--- config.mk ---
export PLATFORM = sky130hd
export DESIGN_NAME = kms_scanner
export DESIGN_NICKNAME = d
export VERILOG_FILES = /design/src/verilog/kms_pkg.sv /design/src/verilog/kms_rate_div.sv /design/src/verilog/kms_scanner.sv
export SDC_FILE = /design/constraint.sdc
export NUM_CORES = 1
export LEC_CHECK = 0
export BUFFER_PORTS_ARGS = -buffer_cell sky130_fd_sc_hd__buf_2
export CAP_MARGIN = 20
export CORE_UTILIZATION = 57
export CTS_BUF_LIST = sky130_fd_sc_hd__clkbuf_8
export CTS_CLUSTER_DIAMETER = 40
export DETAILED_ROUTE_END_ITERATION = 8
export PLACE_DENSITY = 0.83
export SYNTH_ARGS = -nofsm -noshare
export SYNTH_HDL_FRONTEND = slang
export SYNTH_SLANG_ARGS = --single-unit
--- constraint.sdc ---
create_clock -name sys_clk_in -period 2.4 [get_ports sys_clk_in]
set_clock_uncertainty 0.1 [all_clocks]
set_input_delay 0.24 -clock sys_clk_in [delete_from_list [all_inputs] [get_ports sys_clk_in]]
set_output_delay 0.24 -clock sys_clk_in [all_outputs]
set_load 0.01 [all_outputs]
--- src/verilog/kms_pkg.sv ---
// Purpose: Shared constants for the key matrix scanner
// Assumes: Classic Wishbone slave, 32-bit data, byte addresses
// Notes: Mode register sits one word below the line enables
package kms_pkg;

  // ----------------------------------------------------------------
  // Register offsets
  // ----------------------------------------------------------------
  localparam logic [7:0] KMS_MODE_OFS = 8'h0c;
  localparam logic [7:0] KMS_LINE_ENABLES_OFS = 8'h10;
  localparam logic [7:0] KMS_SCAN_RATE_DIVISOR_OFS = 8'h14;
  localparam logic [7:0] KMS_LIVE_HIT_VECTOR_OFS = 8'h18;

  // ----------------------------------------------------------------
  // Field positions and widths
  // ----------------------------------------------------------------
  localparam int KMS_LINES = 4;
  localparam int KMS_DIV_W = 13;
  localparam int KMS_VEC_W = 16;
  localparam int KMS_RET_LSB = 4;
  localparam int KMS_DRV_LSB = 0;
  localparam int KMS_MODE_VALUE_CLR_BIT = 0;
  localparam int KMS_MODE_AUTO_CLR_BIT = 1;
  localparam int KMS_MODE_SINGLE_BIT = 3;
  localparam int KMS_MODE_POL_BIT = 4;
  localparam int KMS_MODE_ON_BIT = 5;

  // ----------------------------------------------------------------
  // Reset values
  // ----------------------------------------------------------------
  localparam logic [5:0] KMS_MODE_RST = 6'h00;
  localparam logic [7:0] KMS_LINE_ENABLES_RST = 8'h00;
  localparam logic [12:0] KMS_DIV_RST = 13'h1fff;
  localparam logic [15:0] KMS_VEC_RST = 16'h0000;

  typedef enum logic [1:0] {
    KMS_IDLE,
    KMS_DRIVE,
    KMS_SAMPLE
  } kms_state_t;

endpackage : kms_pkg

--- src/verilog/kms_rate_div.sv ---
// Purpose: Step tick generator for the drive line sequencer
// Assumes: Divisor is sampled every cycle
// Notes: One tick every divisor+1 clocks while running
`timescale 1ns/1ps
`default_nettype none
module kms_rate_div (
  // Clock and reset
  input wire logic sys_clk_in,
  input wire logic rst_in,
  // Control
  input wire logic run_in,
  input wire logic [kms_pkg::KMS_DIV_W-1:0] divisor_in,
  // Tick
  output logic tick_out
);

  logic [kms_pkg::KMS_DIV_W-1:0] count_q;

  // Counter restarts when stopped so the first step is a full interval
  always_ff @(posedge sys_clk_in)
  begin
    if (rst_in || !run_in)
    begin
      count_q <= '0;
      tick_out <= 1'b0;
    end
    else if (count_q >= divisor_in)
    begin
      count_q <= '0;
      tick_out <= 1'b1;
    end
    else
    begin
      count_q <= count_q + 1'b1;
      tick_out <= 1'b0;
    end
  end

endmodule : kms_rate_div
`default_nettype wire

--- src/verilog/kms_scanner.sv ---
// Purpose: Key matrix scanner with Wishbone register access
// Assumes: Sense inputs synchronous to sys_clk_in, pulls external
// Notes: Ack one cycle after the request is seen, dropped next cycle
// How it works
// - Return line enables in bits 7..4, reset zero
// - Drive line enables in bits 3..0, reset zero
// - Step rate is clock over divisor plus one, clock over two when the divisor is zero
// - Hit vector refreshed live once per sweep, every fourth step
// - Drive s, return k lands in bit 4s+k
// - Hit vector read-only, not latched
// - Scanning only while unit on bit set
// - Polarity bit sets drive and sense level
// - Single key mode keeps one pressed key
// - Clear on read empties vector after read
//
// Register access over Wishbone was decided locally.
`timescale 1ns/1ps
`default_nettype none
module kms_scanner (
  // Clock and reset
  input wire logic sys_clk_in,
  input wire logic rst_in,
  // Wishbone slave
  input wire logic wb_cyc_in,
  input wire logic wb_stb_in,
  input wire logic wb_we_in,
  input wire logic [7:0] wb_adr_in,
  input wire logic [3:0] wb_sel_in,
  input wire logic [31:0] wb_dat_in,
  output logic [31:0] wb_dat_out,
  output logic wb_ack_out,
  // Matrix pins
  output logic [3:0] drive_line_out,
  output logic [3:0] drive_line_oe_out,
  input wire logic [3:0] return_line_in
);

  // ----------------------------------------------------------------
  // Registers
  // ----------------------------------------------------------------
  logic [5:0] mode_q;
  logic [7:0] line_enables_q;
  logic [12:0] divisor_q;
  logic [15:0] hit_vec_q;
  logic [15:0] scan_vec_q;
  logic [1:0] drive_idx_q;
  kms_pkg::kms_state_t state_q;
  logic tick;
  logic req;
  logic wr_hit;
  logic rd_hit;

  function automatic logic reg_sel(input logic [7:0] adr, input logic [7:0] ofs);
    reg_sel = (adr[7:2] == ofs[7:2]);
  endfunction : reg_sel

  wire logic unit_on = mode_q[kms_pkg::KMS_MODE_ON_BIT];
  wire logic pol_high = mode_q[kms_pkg::KMS_MODE_POL_BIT];
  wire logic [3:0] drv_en = line_enables_q[kms_pkg::KMS_DRV_LSB +: kms_pkg::KMS_LINES];
  wire logic [3:0] ret_en = line_enables_q[kms_pkg::KMS_RET_LSB +: kms_pkg::KMS_LINES];
  // Pressed level follows polarity
  wire logic [3:0] pressed = (pol_high ? return_line_in : ~return_line_in) & ret_en;

  assign req = wb_cyc_in && wb_stb_in && !wb_ack_out;
  assign wr_hit = req && wb_we_in && wb_sel_in[0];
  assign rd_hit = req && !wb_we_in && reg_sel(wb_adr_in, kms_pkg::KMS_LIVE_HIT_VECTOR_OFS);

  // ----------------------------------------------------------------
  // Bus slave
  // ----------------------------------------------------------------
  always_ff @(posedge sys_clk_in)
  begin
    if (rst_in)
      wb_ack_out <= 1'b0;
    else
      wb_ack_out <= req;
  end

  always_ff @(posedge sys_clk_in)
  begin
    if (rst_in)
      wb_dat_out <= 32'h0000_0000;
    else if (req && !wb_we_in)
    begin
      if (reg_sel(wb_adr_in, kms_pkg::KMS_MODE_OFS))
        wb_dat_out <= {26'h0, mode_q[5:1], 1'b0};
      else if (reg_sel(wb_adr_in, kms_pkg::KMS_LINE_ENABLES_OFS))
        wb_dat_out <= {24'h0, line_enables_q};
      else if (reg_sel(wb_adr_in, kms_pkg::KMS_SCAN_RATE_DIVISOR_OFS))
        wb_dat_out <= {19'h0, divisor_q};
      else if (reg_sel(wb_adr_in, kms_pkg::KMS_LIVE_HIT_VECTOR_OFS))
        wb_dat_out <= {16'h0, hit_vec_q};
      else
        wb_dat_out <= 32'h0000_0000;
    end
  end

  // Mode register; clear bit self-resets
  always_ff @(posedge sys_clk_in)
  begin
    if (rst_in)
      mode_q <= kms_pkg::KMS_MODE_RST;
    else if (wr_hit && reg_sel(wb_adr_in, kms_pkg::KMS_MODE_OFS))
      mode_q <= {wb_dat_in[5:3], 1'b0, wb_dat_in[1:0]};
    else
      mode_q[kms_pkg::KMS_MODE_VALUE_CLR_BIT] <= 1'b0;
  end

  always_ff @(posedge sys_clk_in)
  begin
    if (rst_in)
      line_enables_q <= kms_pkg::KMS_LINE_ENABLES_RST;
    else if (wr_hit && reg_sel(wb_adr_in, kms_pkg::KMS_LINE_ENABLES_OFS))
      line_enables_q <= wb_dat_in[7:0];
  end

  always_ff @(posedge sys_clk_in)
  begin
    if (rst_in)
      divisor_q <= kms_pkg::KMS_DIV_RST;
    else if (req && wb_we_in && reg_sel(wb_adr_in, kms_pkg::KMS_SCAN_RATE_DIVISOR_OFS))
    begin
      if (wb_sel_in[0])
        divisor_q[7:0] <= wb_dat_in[7:0];
      if (wb_sel_in[1])
        divisor_q[12:8] <= wb_dat_in[12:8];
    end
  end

  // ----------------------------------------------------------------
  // Scan sequencer
  // ----------------------------------------------------------------
  kms_rate_div u_rate_div (
    .sys_clk_in(sys_clk_in),
    .rst_in(rst_in),
    .run_in(unit_on),
    .divisor_in(divisor_q),
    .tick_out(tick)
  );

  // Each tick seen in DRIVE steps to the next drive line; a sweep spans four such ticks
  always_ff @(posedge sys_clk_in)
  begin
    if (rst_in || !unit_on)
    begin
      state_q <= kms_pkg::KMS_IDLE;
      drive_idx_q <= 2'h0;
    end
    else
    begin
      case (state_q)
        kms_pkg::KMS_IDLE:
          state_q <= kms_pkg::KMS_DRIVE;
        kms_pkg::KMS_DRIVE:
          if (tick)
            state_q <= kms_pkg::KMS_SAMPLE;
        kms_pkg::KMS_SAMPLE:
        begin
          state_q <= kms_pkg::KMS_DRIVE;
          drive_idx_q <= drive_idx_q + 2'h1;
        end
        default:
          state_q <= kms_pkg::KMS_IDLE;
      endcase
    end
  end

  // Only the active, enabled drive line is driven; others float
  always_ff @(posedge sys_clk_in)
  begin
    if (rst_in)
    begin
      drive_line_out <= 4'h0;
      drive_line_oe_out <= 4'h0;
    end
    else
    begin
      drive_line_out <= {4{~pol_high}} ^ (4'h1 << drive_idx_q);
      drive_line_oe_out <= (unit_on && state_q != kms_pkg::KMS_IDLE) ?
                           ((4'h1 << drive_idx_q) & drv_en) : 4'h0;
    end
  end

  // Sweep result; row s sits at bits 4s+3..4s
  always_ff @(posedge sys_clk_in)
  begin
    if (rst_in || !unit_on)
      scan_vec_q <= kms_pkg::KMS_VEC_RST;
    else if (state_q == kms_pkg::KMS_SAMPLE)
    begin
      for (int s = 0; s < kms_pkg::KMS_LINES; s++)
      begin
        if (s == int'(drive_idx_q))
          scan_vec_q[4*s +: 4] <= drv_en[s] ? pressed : 4'h0;
      end
    end
  end

  // Last row joins in its own sample cycle, else it would lag a whole sweep
  wire logic [3:0] row_now = drv_en[drive_idx_q] ? pressed : 4'h0;
  wire logic [15:0] full_vec = {row_now, scan_vec_q[11:0]};
  // Single key mode keeps only the lowest set bit
  wire logic [15:0] sweep_vec = mode_q[kms_pkg::KMS_MODE_SINGLE_BIT] ?
                                (full_vec & (~full_vec + 16'h1)) : full_vec;

  // Live vector updates at the end of each sweep; read clear wins
  always_ff @(posedge sys_clk_in)
  begin
    if (rst_in)
      hit_vec_q <= kms_pkg::KMS_VEC_RST;
    else if (mode_q[kms_pkg::KMS_MODE_VALUE_CLR_BIT] ||
             (rd_hit && mode_q[kms_pkg::KMS_MODE_AUTO_CLR_BIT]))
      hit_vec_q <= kms_pkg::KMS_VEC_RST;
    else if (state_q == kms_pkg::KMS_SAMPLE && drive_idx_q == 2'h3)
      hit_vec_q <= sweep_vec;
    else if (!unit_on)
      hit_vec_q <= kms_pkg::KMS_VEC_RST;
  end

endmodule : kms_scanner
`default_nettype wire

==> results.cfg, run 1 <==
[timing]
timing.final.crit_period_ns = 2.08
fin_tns_setup_ns = 0
period_share_pct = 86.8
fin_ws_ns = 0.317
rsz0062_at_grt = false
slew_headroom_pct = 53.5
setup_violations = 0
fmax_mhz = 480
worst_pin_slew_ns = 0.696
finalMaxSlewViolations = 0
hold_viol = 0

[logic_synthesis]
synth.distinct_cells = 49
ys.warnings.count = 0
syn_avg_cell_area_sq_um = 8.70
yosysSeqAreaShare_pct = 42.8
syn_inst = 521
synth-seq-cells = 97
synthArstFlopShare_pct = 0
mappedNetlistArea_sq_um = 4530
ys.flop_type = dfxtp_1
synth_enable_flop_cells = 0

[clock_tree]
clk_latency_ns = 0.36
cts_setup_buffers = 0
cts-hold-fix-buffers = 0
cts_max_level = 3
clockBufferDepth = 2
cts_made_buffers = 9
cts.clk_slew.worst_paths_ns = 0.09
cts_tree = yes
clockRootBuffer = clkbuf_8
cts_num_sinks = 97
cts-resized-gates = 0

[setup_path]
reg2reg_depth = 6
critical_path_class = reg2reg
startpoint_type = flip-flop
cp_max_fo = 7
required_ns = 2.59
endpoint_kind = flip-flop
arrival_ns = 2.27

[run]
drv_cap = 0

[layout]
final_nets = 641
final_common_cell = dfxtp_1
diodes = 0
final_cell_mix = dfxtp_1, nor2_1, a21oi_1, buf_2, nand2_1
fillers = 649
drive_gt1_share_pct = 15.9
layoutNonFillerInstCount = 676
syn2layout_area_growth_pct = 10.9
fin_area_sq_um = 5030

[floorplan]
core_region_area_sq_um = 7730
io_pins = 94
die_area_sq_um = 8310
die_height_um = 91.2
start_util_pct = 58.7
die_x_um = 91.2
placement_rows = 32

[place]
pre_cts_ws_ns = 0.189
dp_cells = 661
portBuffers = 54
gp_congestion = 0.874
postPlaceCellArea_sq_um = 4840
hpwlAfterDp_um = 7690

[outcome]
status = finished clean

[route]
ant_nets = 0
firstDrtPassIters = 5
drt_wl_total_um = 10300
via_count = 3907
avgViaCountPerCell = 5.78
first_iter_violations = 251
drc = 0
wl_per_cell_um = 15.2

[grt]
grt_usage_pct = 25.9
grt_pass1_vias = 3608
grt_max_degree = 30
overflow = 0
antenna_found_initial = 0
grt_pass1_wl_um = 17100

[pwr]
p_per_area_nw_per_um2 = 550
p_leak_nw = 2.09
power_mw = 2.76
ir_drop_mv = 0.320

[worst_hold_path]
hold_path_class = in2reg
hold_path_depth = 2
==> worst max-delay path, cell delays in order, from the launching register on <==
cell     delay, ns
dfxtp_1       0.45
ha_1          0.27
and3b_1       0.35
nand4_1       0.19
o22ai_1       0.32
nand4_1       0.17
a21oi_1       0.16
==> synthesized netlist by cell type, types with 4 or more instances <==
cell type	instances	area, sq um
dfxtp_1	97	1940
nor2_1	60	225
a21oi_1	54	270
nand2_1	37	139
inv_1	24	90.1
a22oi_1	20	150
clkbuf_1	20	75.1
buf_4	18	135
ha_1	18	225
nand3_1	17	85.1
o21ai_0	14	70.1
and3_1	10	62.6
xnor2_1	10	87.6
xor2_1	10	87.6
nand4_1	9	56.3
a311o_1	8	80.1
mux2i_1	8	80.1
nor2b_1	7	43.8
nor3_1	6	30.0
a211o_1	5	43.8
a211oi_1	5	37.5
a22o_1	5	43.8
o2bb2ai_1	5	43.8
a32oi_1	4	35.0
buf_2	4	20.0
nand2b_1	4	25.0
o31ai_1	4	30.0
==> metal layers <==
layer  vias up  share of wire, %  global-route usage, %
met3        19               4.9                   4.19
met1      1852                45                   33.8
li1       1904                 -                      -
met2       132                48                   43.6
met4         0               1.7                   8.60
met5         -                 0                      0
==> flip-flops by register name, indices dropped and copies added (netlist names) <==
register,flops
scan_vec_q,12
line_enables_q,8
wb_ack_out,1
wb_dat_out,16
drive_line_out,4
u_rate_div.count_q,13
hit_vec_q,16
mode_q,5
drive_idx_q,2
state_q,2
u_rate_div.tick_out,1
divisor_q,13
drive_line_oe_out,4
==> path summary, 6_finish.rpt <==
check                                    start              to  slack (ns)
worst min register to register  wb_dat_out[13]  wb_dat_out[13]        0.35
worst max-delay path            drive_idx_q[0]   hit_vec_q[12]        0.32
worst max register to register  drive_idx_q[0]   hit_vec_q[12]        0.32
worst min-delay path              wb_dat_in[2]    divisor_q[2]        0.04
==> where the power goes <==
| group | switching (mW) | internal (mW) | leakage (nW) |
|---|---|---|---|
| Combinational | 0.0778 | 0.0459 | 1.21 |
| Sequential | 0.00359 | 1.62 | 0.783 |
| Clock | 0.549 | 0.473 | 0.0967 |
==> stage by stage <==
| step | hold slack (ns) | utilization [%] |
|---|---|---|
| after floorplan | 0.287 | - |
| after global routing | 0.0459 | 65.0 |
| final | 0.0410 | 65.0 |
| after CTS | 0.0447 | 65.0 |
| after global placement | 0.329 | 62.7 |
| after detailed placement | 0.343 | 62.7 |
==> kinds of logic (layout without fill, tap and decap cells) <==
group	count (synthesis)	in the layout	share of synthesized area (%)
AO/OA/AOI/OAI	134	134	19.5
XOR/XNOR	20	20	3.86
adder cells (fa/ha/maj)	18	18	4.97
buffers and inverters	69	107	7.65
flip-flops	97	97	42.8
multiplexers	9	9	2.26
other	1	16	0.0827
AND/OR/NAND/NOR	173	173	18.8
==> area by class of cell <==
class	count	area (sq um)	area share, %
Multi-Input combinational cell	370	2310	45.9
Sequential cell	97	1940	38.6
Clock buffer	9	124	2.46
Tap cell	102	128	2.54
Inverter	24	90.1	1.79
Clock inverter	6	60.1	1.19
Timing Repair Buffer	68	375	7.47
(Power assumes the default switching activity.)
==> run 2: changes to the inputs <==
--- a/config.mk
+++ b/config.mk
@@ -12,6 +12,7 @@
 export CTS_CLUSTER_DIAMETER = 40
 export DETAILED_ROUTE_END_ITERATION = 8
 export PLACE_DENSITY = 0.83
+export REMOVE_ABC_BUFFERS = 1
 export SYNTH_ARGS = -nofsm -noshare
 export SYNTH_HDL_FRONTEND = slang
 export SYNTH_SLANG_ARGS = --single-unit
==> results.cfg, run 2 (same netlist as run 1, synthesis figures left out) <==
[layout]
final_nets = 644
final_cell_mix = dfxtp_1, nor2_1, a21oi_1, buf_2, nand2_1
diodes = 0
largestRegisters = hit_vec_q x16, wb_dat_out x16
final_common_cell = dfxtp_1
final_util_pct = 65.5
syn2layout_area_growth_pct = 11.6
fin_area_sq_um = 5060
drive_gt1_share_pct = 16.5

[route]
ant_nets = 0
drc = 0
first_iter_violations = 258
wl_per_cell_um = 15.6
avgViaCountPerCell = 5.78
firstDrtPassIters = 4
via_count = 3923
drt_wl_total_um = 10600

[setup_path]
r2r_setup_slack_ns = 0.34
arrival_ns = 2.27
crit_cells = 6
required_ns = 2.61
reg2reg_depth = 6
slowest_stage = dfxtp_1
worstSetupEndpoint = hit_vec_q[15]
slowest_delay_ns = 0.45
path_buf_inv = 0
cp_top_family = simple AND/OR/NAND/NOR gates
critical_path_class = reg2reg
path_common_cell = nand4_1
crit_chain = ha_1 -> and3b_1 -> nand4_1 -> o22ai_1 -> nand4_1 -> a21oi_1
cp_max_fo = 7
startpoint_type = flip-flop
endpoint_kind = flip-flop
cp-startpoint = drive_idx_q[0]
regToRegEndpoint = hit_vec_q[15]
reg2reg_from = drive_idx_q[0]

[grt]
grt_pass1_vias = 3610
grt_max_degree = 23
antenna_found_initial = 0
grt_usage_pct = 26.2
overflow = 0
grt_pass1_wl_um = 17000

[run]
drv_cap = 0

[timing]
period_share_pct = 85.8
worst_pin_slew_ns = 0.599
fmax_mhz = 486
slew_headroom_pct = 60.0
rsz0062_at_grt = false
finalMaxSlewViolations = 0
timing.final.crit_period_ns = 2.06
setup_violations = 0
fin_tns_setup_ns = 0
hold_viol = 0

[place]
postPlaceCellArea_sq_um = 4860
hpwlAfterDp_um = 7930
portBuffers = 54
gp_congestion = 0.854

[pwr]
ir_drop_mv = 0.539
p_per_area_nw_per_um2 = 555
power_mw = 2.81
p_leak_nw = 2.10

[outcome]
status = finished clean

[floorplan]
io_pins = 94
core_region_area_sq_um = 7730
die_height_um = 91.2
placement_rows = 32
start_util_pct = 58.7
die_area_sq_um = 8310
die_x_um = 91.2

[clock_tree]
cts_max_level = 3
clk_latency_ns = 0.37
cts_tree = yes
cts.clk_slew.worst_paths_ns = 0.09
clockRootBuffer = clkbuf_8
cts_made_buffers = 9
cts_setup_buffers = 0
cts-hold-fix-buffers = 0
clockBufferDepth = 2
cts_num_sinks = 97
cts-resized-gates = 0

[worst_hold_path]
hold_path_class = in2reg
run 2: changes by cell type in the layout (fill, tap and decap cells not counted):
cell,change
inv_6,-1
buf_4,+3
clkinv_4,+1
inv_1,-1
clkbuf_8,+1
run 2: final cells by class:
type / count / area [sq um]
fill: 643 / 2670
timing repair buffer: 71 / 398
sequential: 97 / 1940
inverter: 24 / 90.1
multi-input combinational: 370 / 2310
clock buffer: 10 / 138
clock inverter: 5 / 56.3
tap: 102 / 128
run 2: metal layers:
layer	vias to the layer above	share of wire [%]	global-route usage, %
li1	1908	-	-
met4	0	3.0	12.7
met3	28	5.1	4.52
met1	1861	43	31.5
met2	126	49	45.0
met5	-	0	0
run 2: how the worst min path moves through the flow:
stage	startpoint	end	cells past startpoint
2_1_floorplan	rst_in	mode_q[1]	1
3_3_place_gp	wb_dat_out[13]	wb_dat_out[13]	2
3_5_place_dp	wb_dat_out[0]	wb_dat_out[0]	2
4_1_cts	wb_dat_in[2]	divisor_q[2]	2
5_1_grt	wb_dat_in[2]	divisor_q[2]	2
6_report	wb_dat_in[2]	divisor_q[2]	2
run 2: where the power goes:
group | switching (mW) | internal [mW] | leakage (nW) | total (mW)
Clock | 0.562 | 0.503 | 0.0981 | 1.06
Combinational | 0.0803 | 0.0464 | 1.22 | 0.127
Sequential | 0.00347 | 1.62 | 0.783 | 1.62
run 2: through the flow:
step | cells | hold slack, ns | setup slack, ns
final | 679 | 0.0169 | 0.342
after global routing | 679 | 0.0426 | 0.188
after CTS | 679 | 0.0186 | 0.380
after detailed placement | 664 | 0.348 | 0.148
after global placement | 664 | 0.341 | 0.212
after floorplan | 491 | 0.209 | -0.361
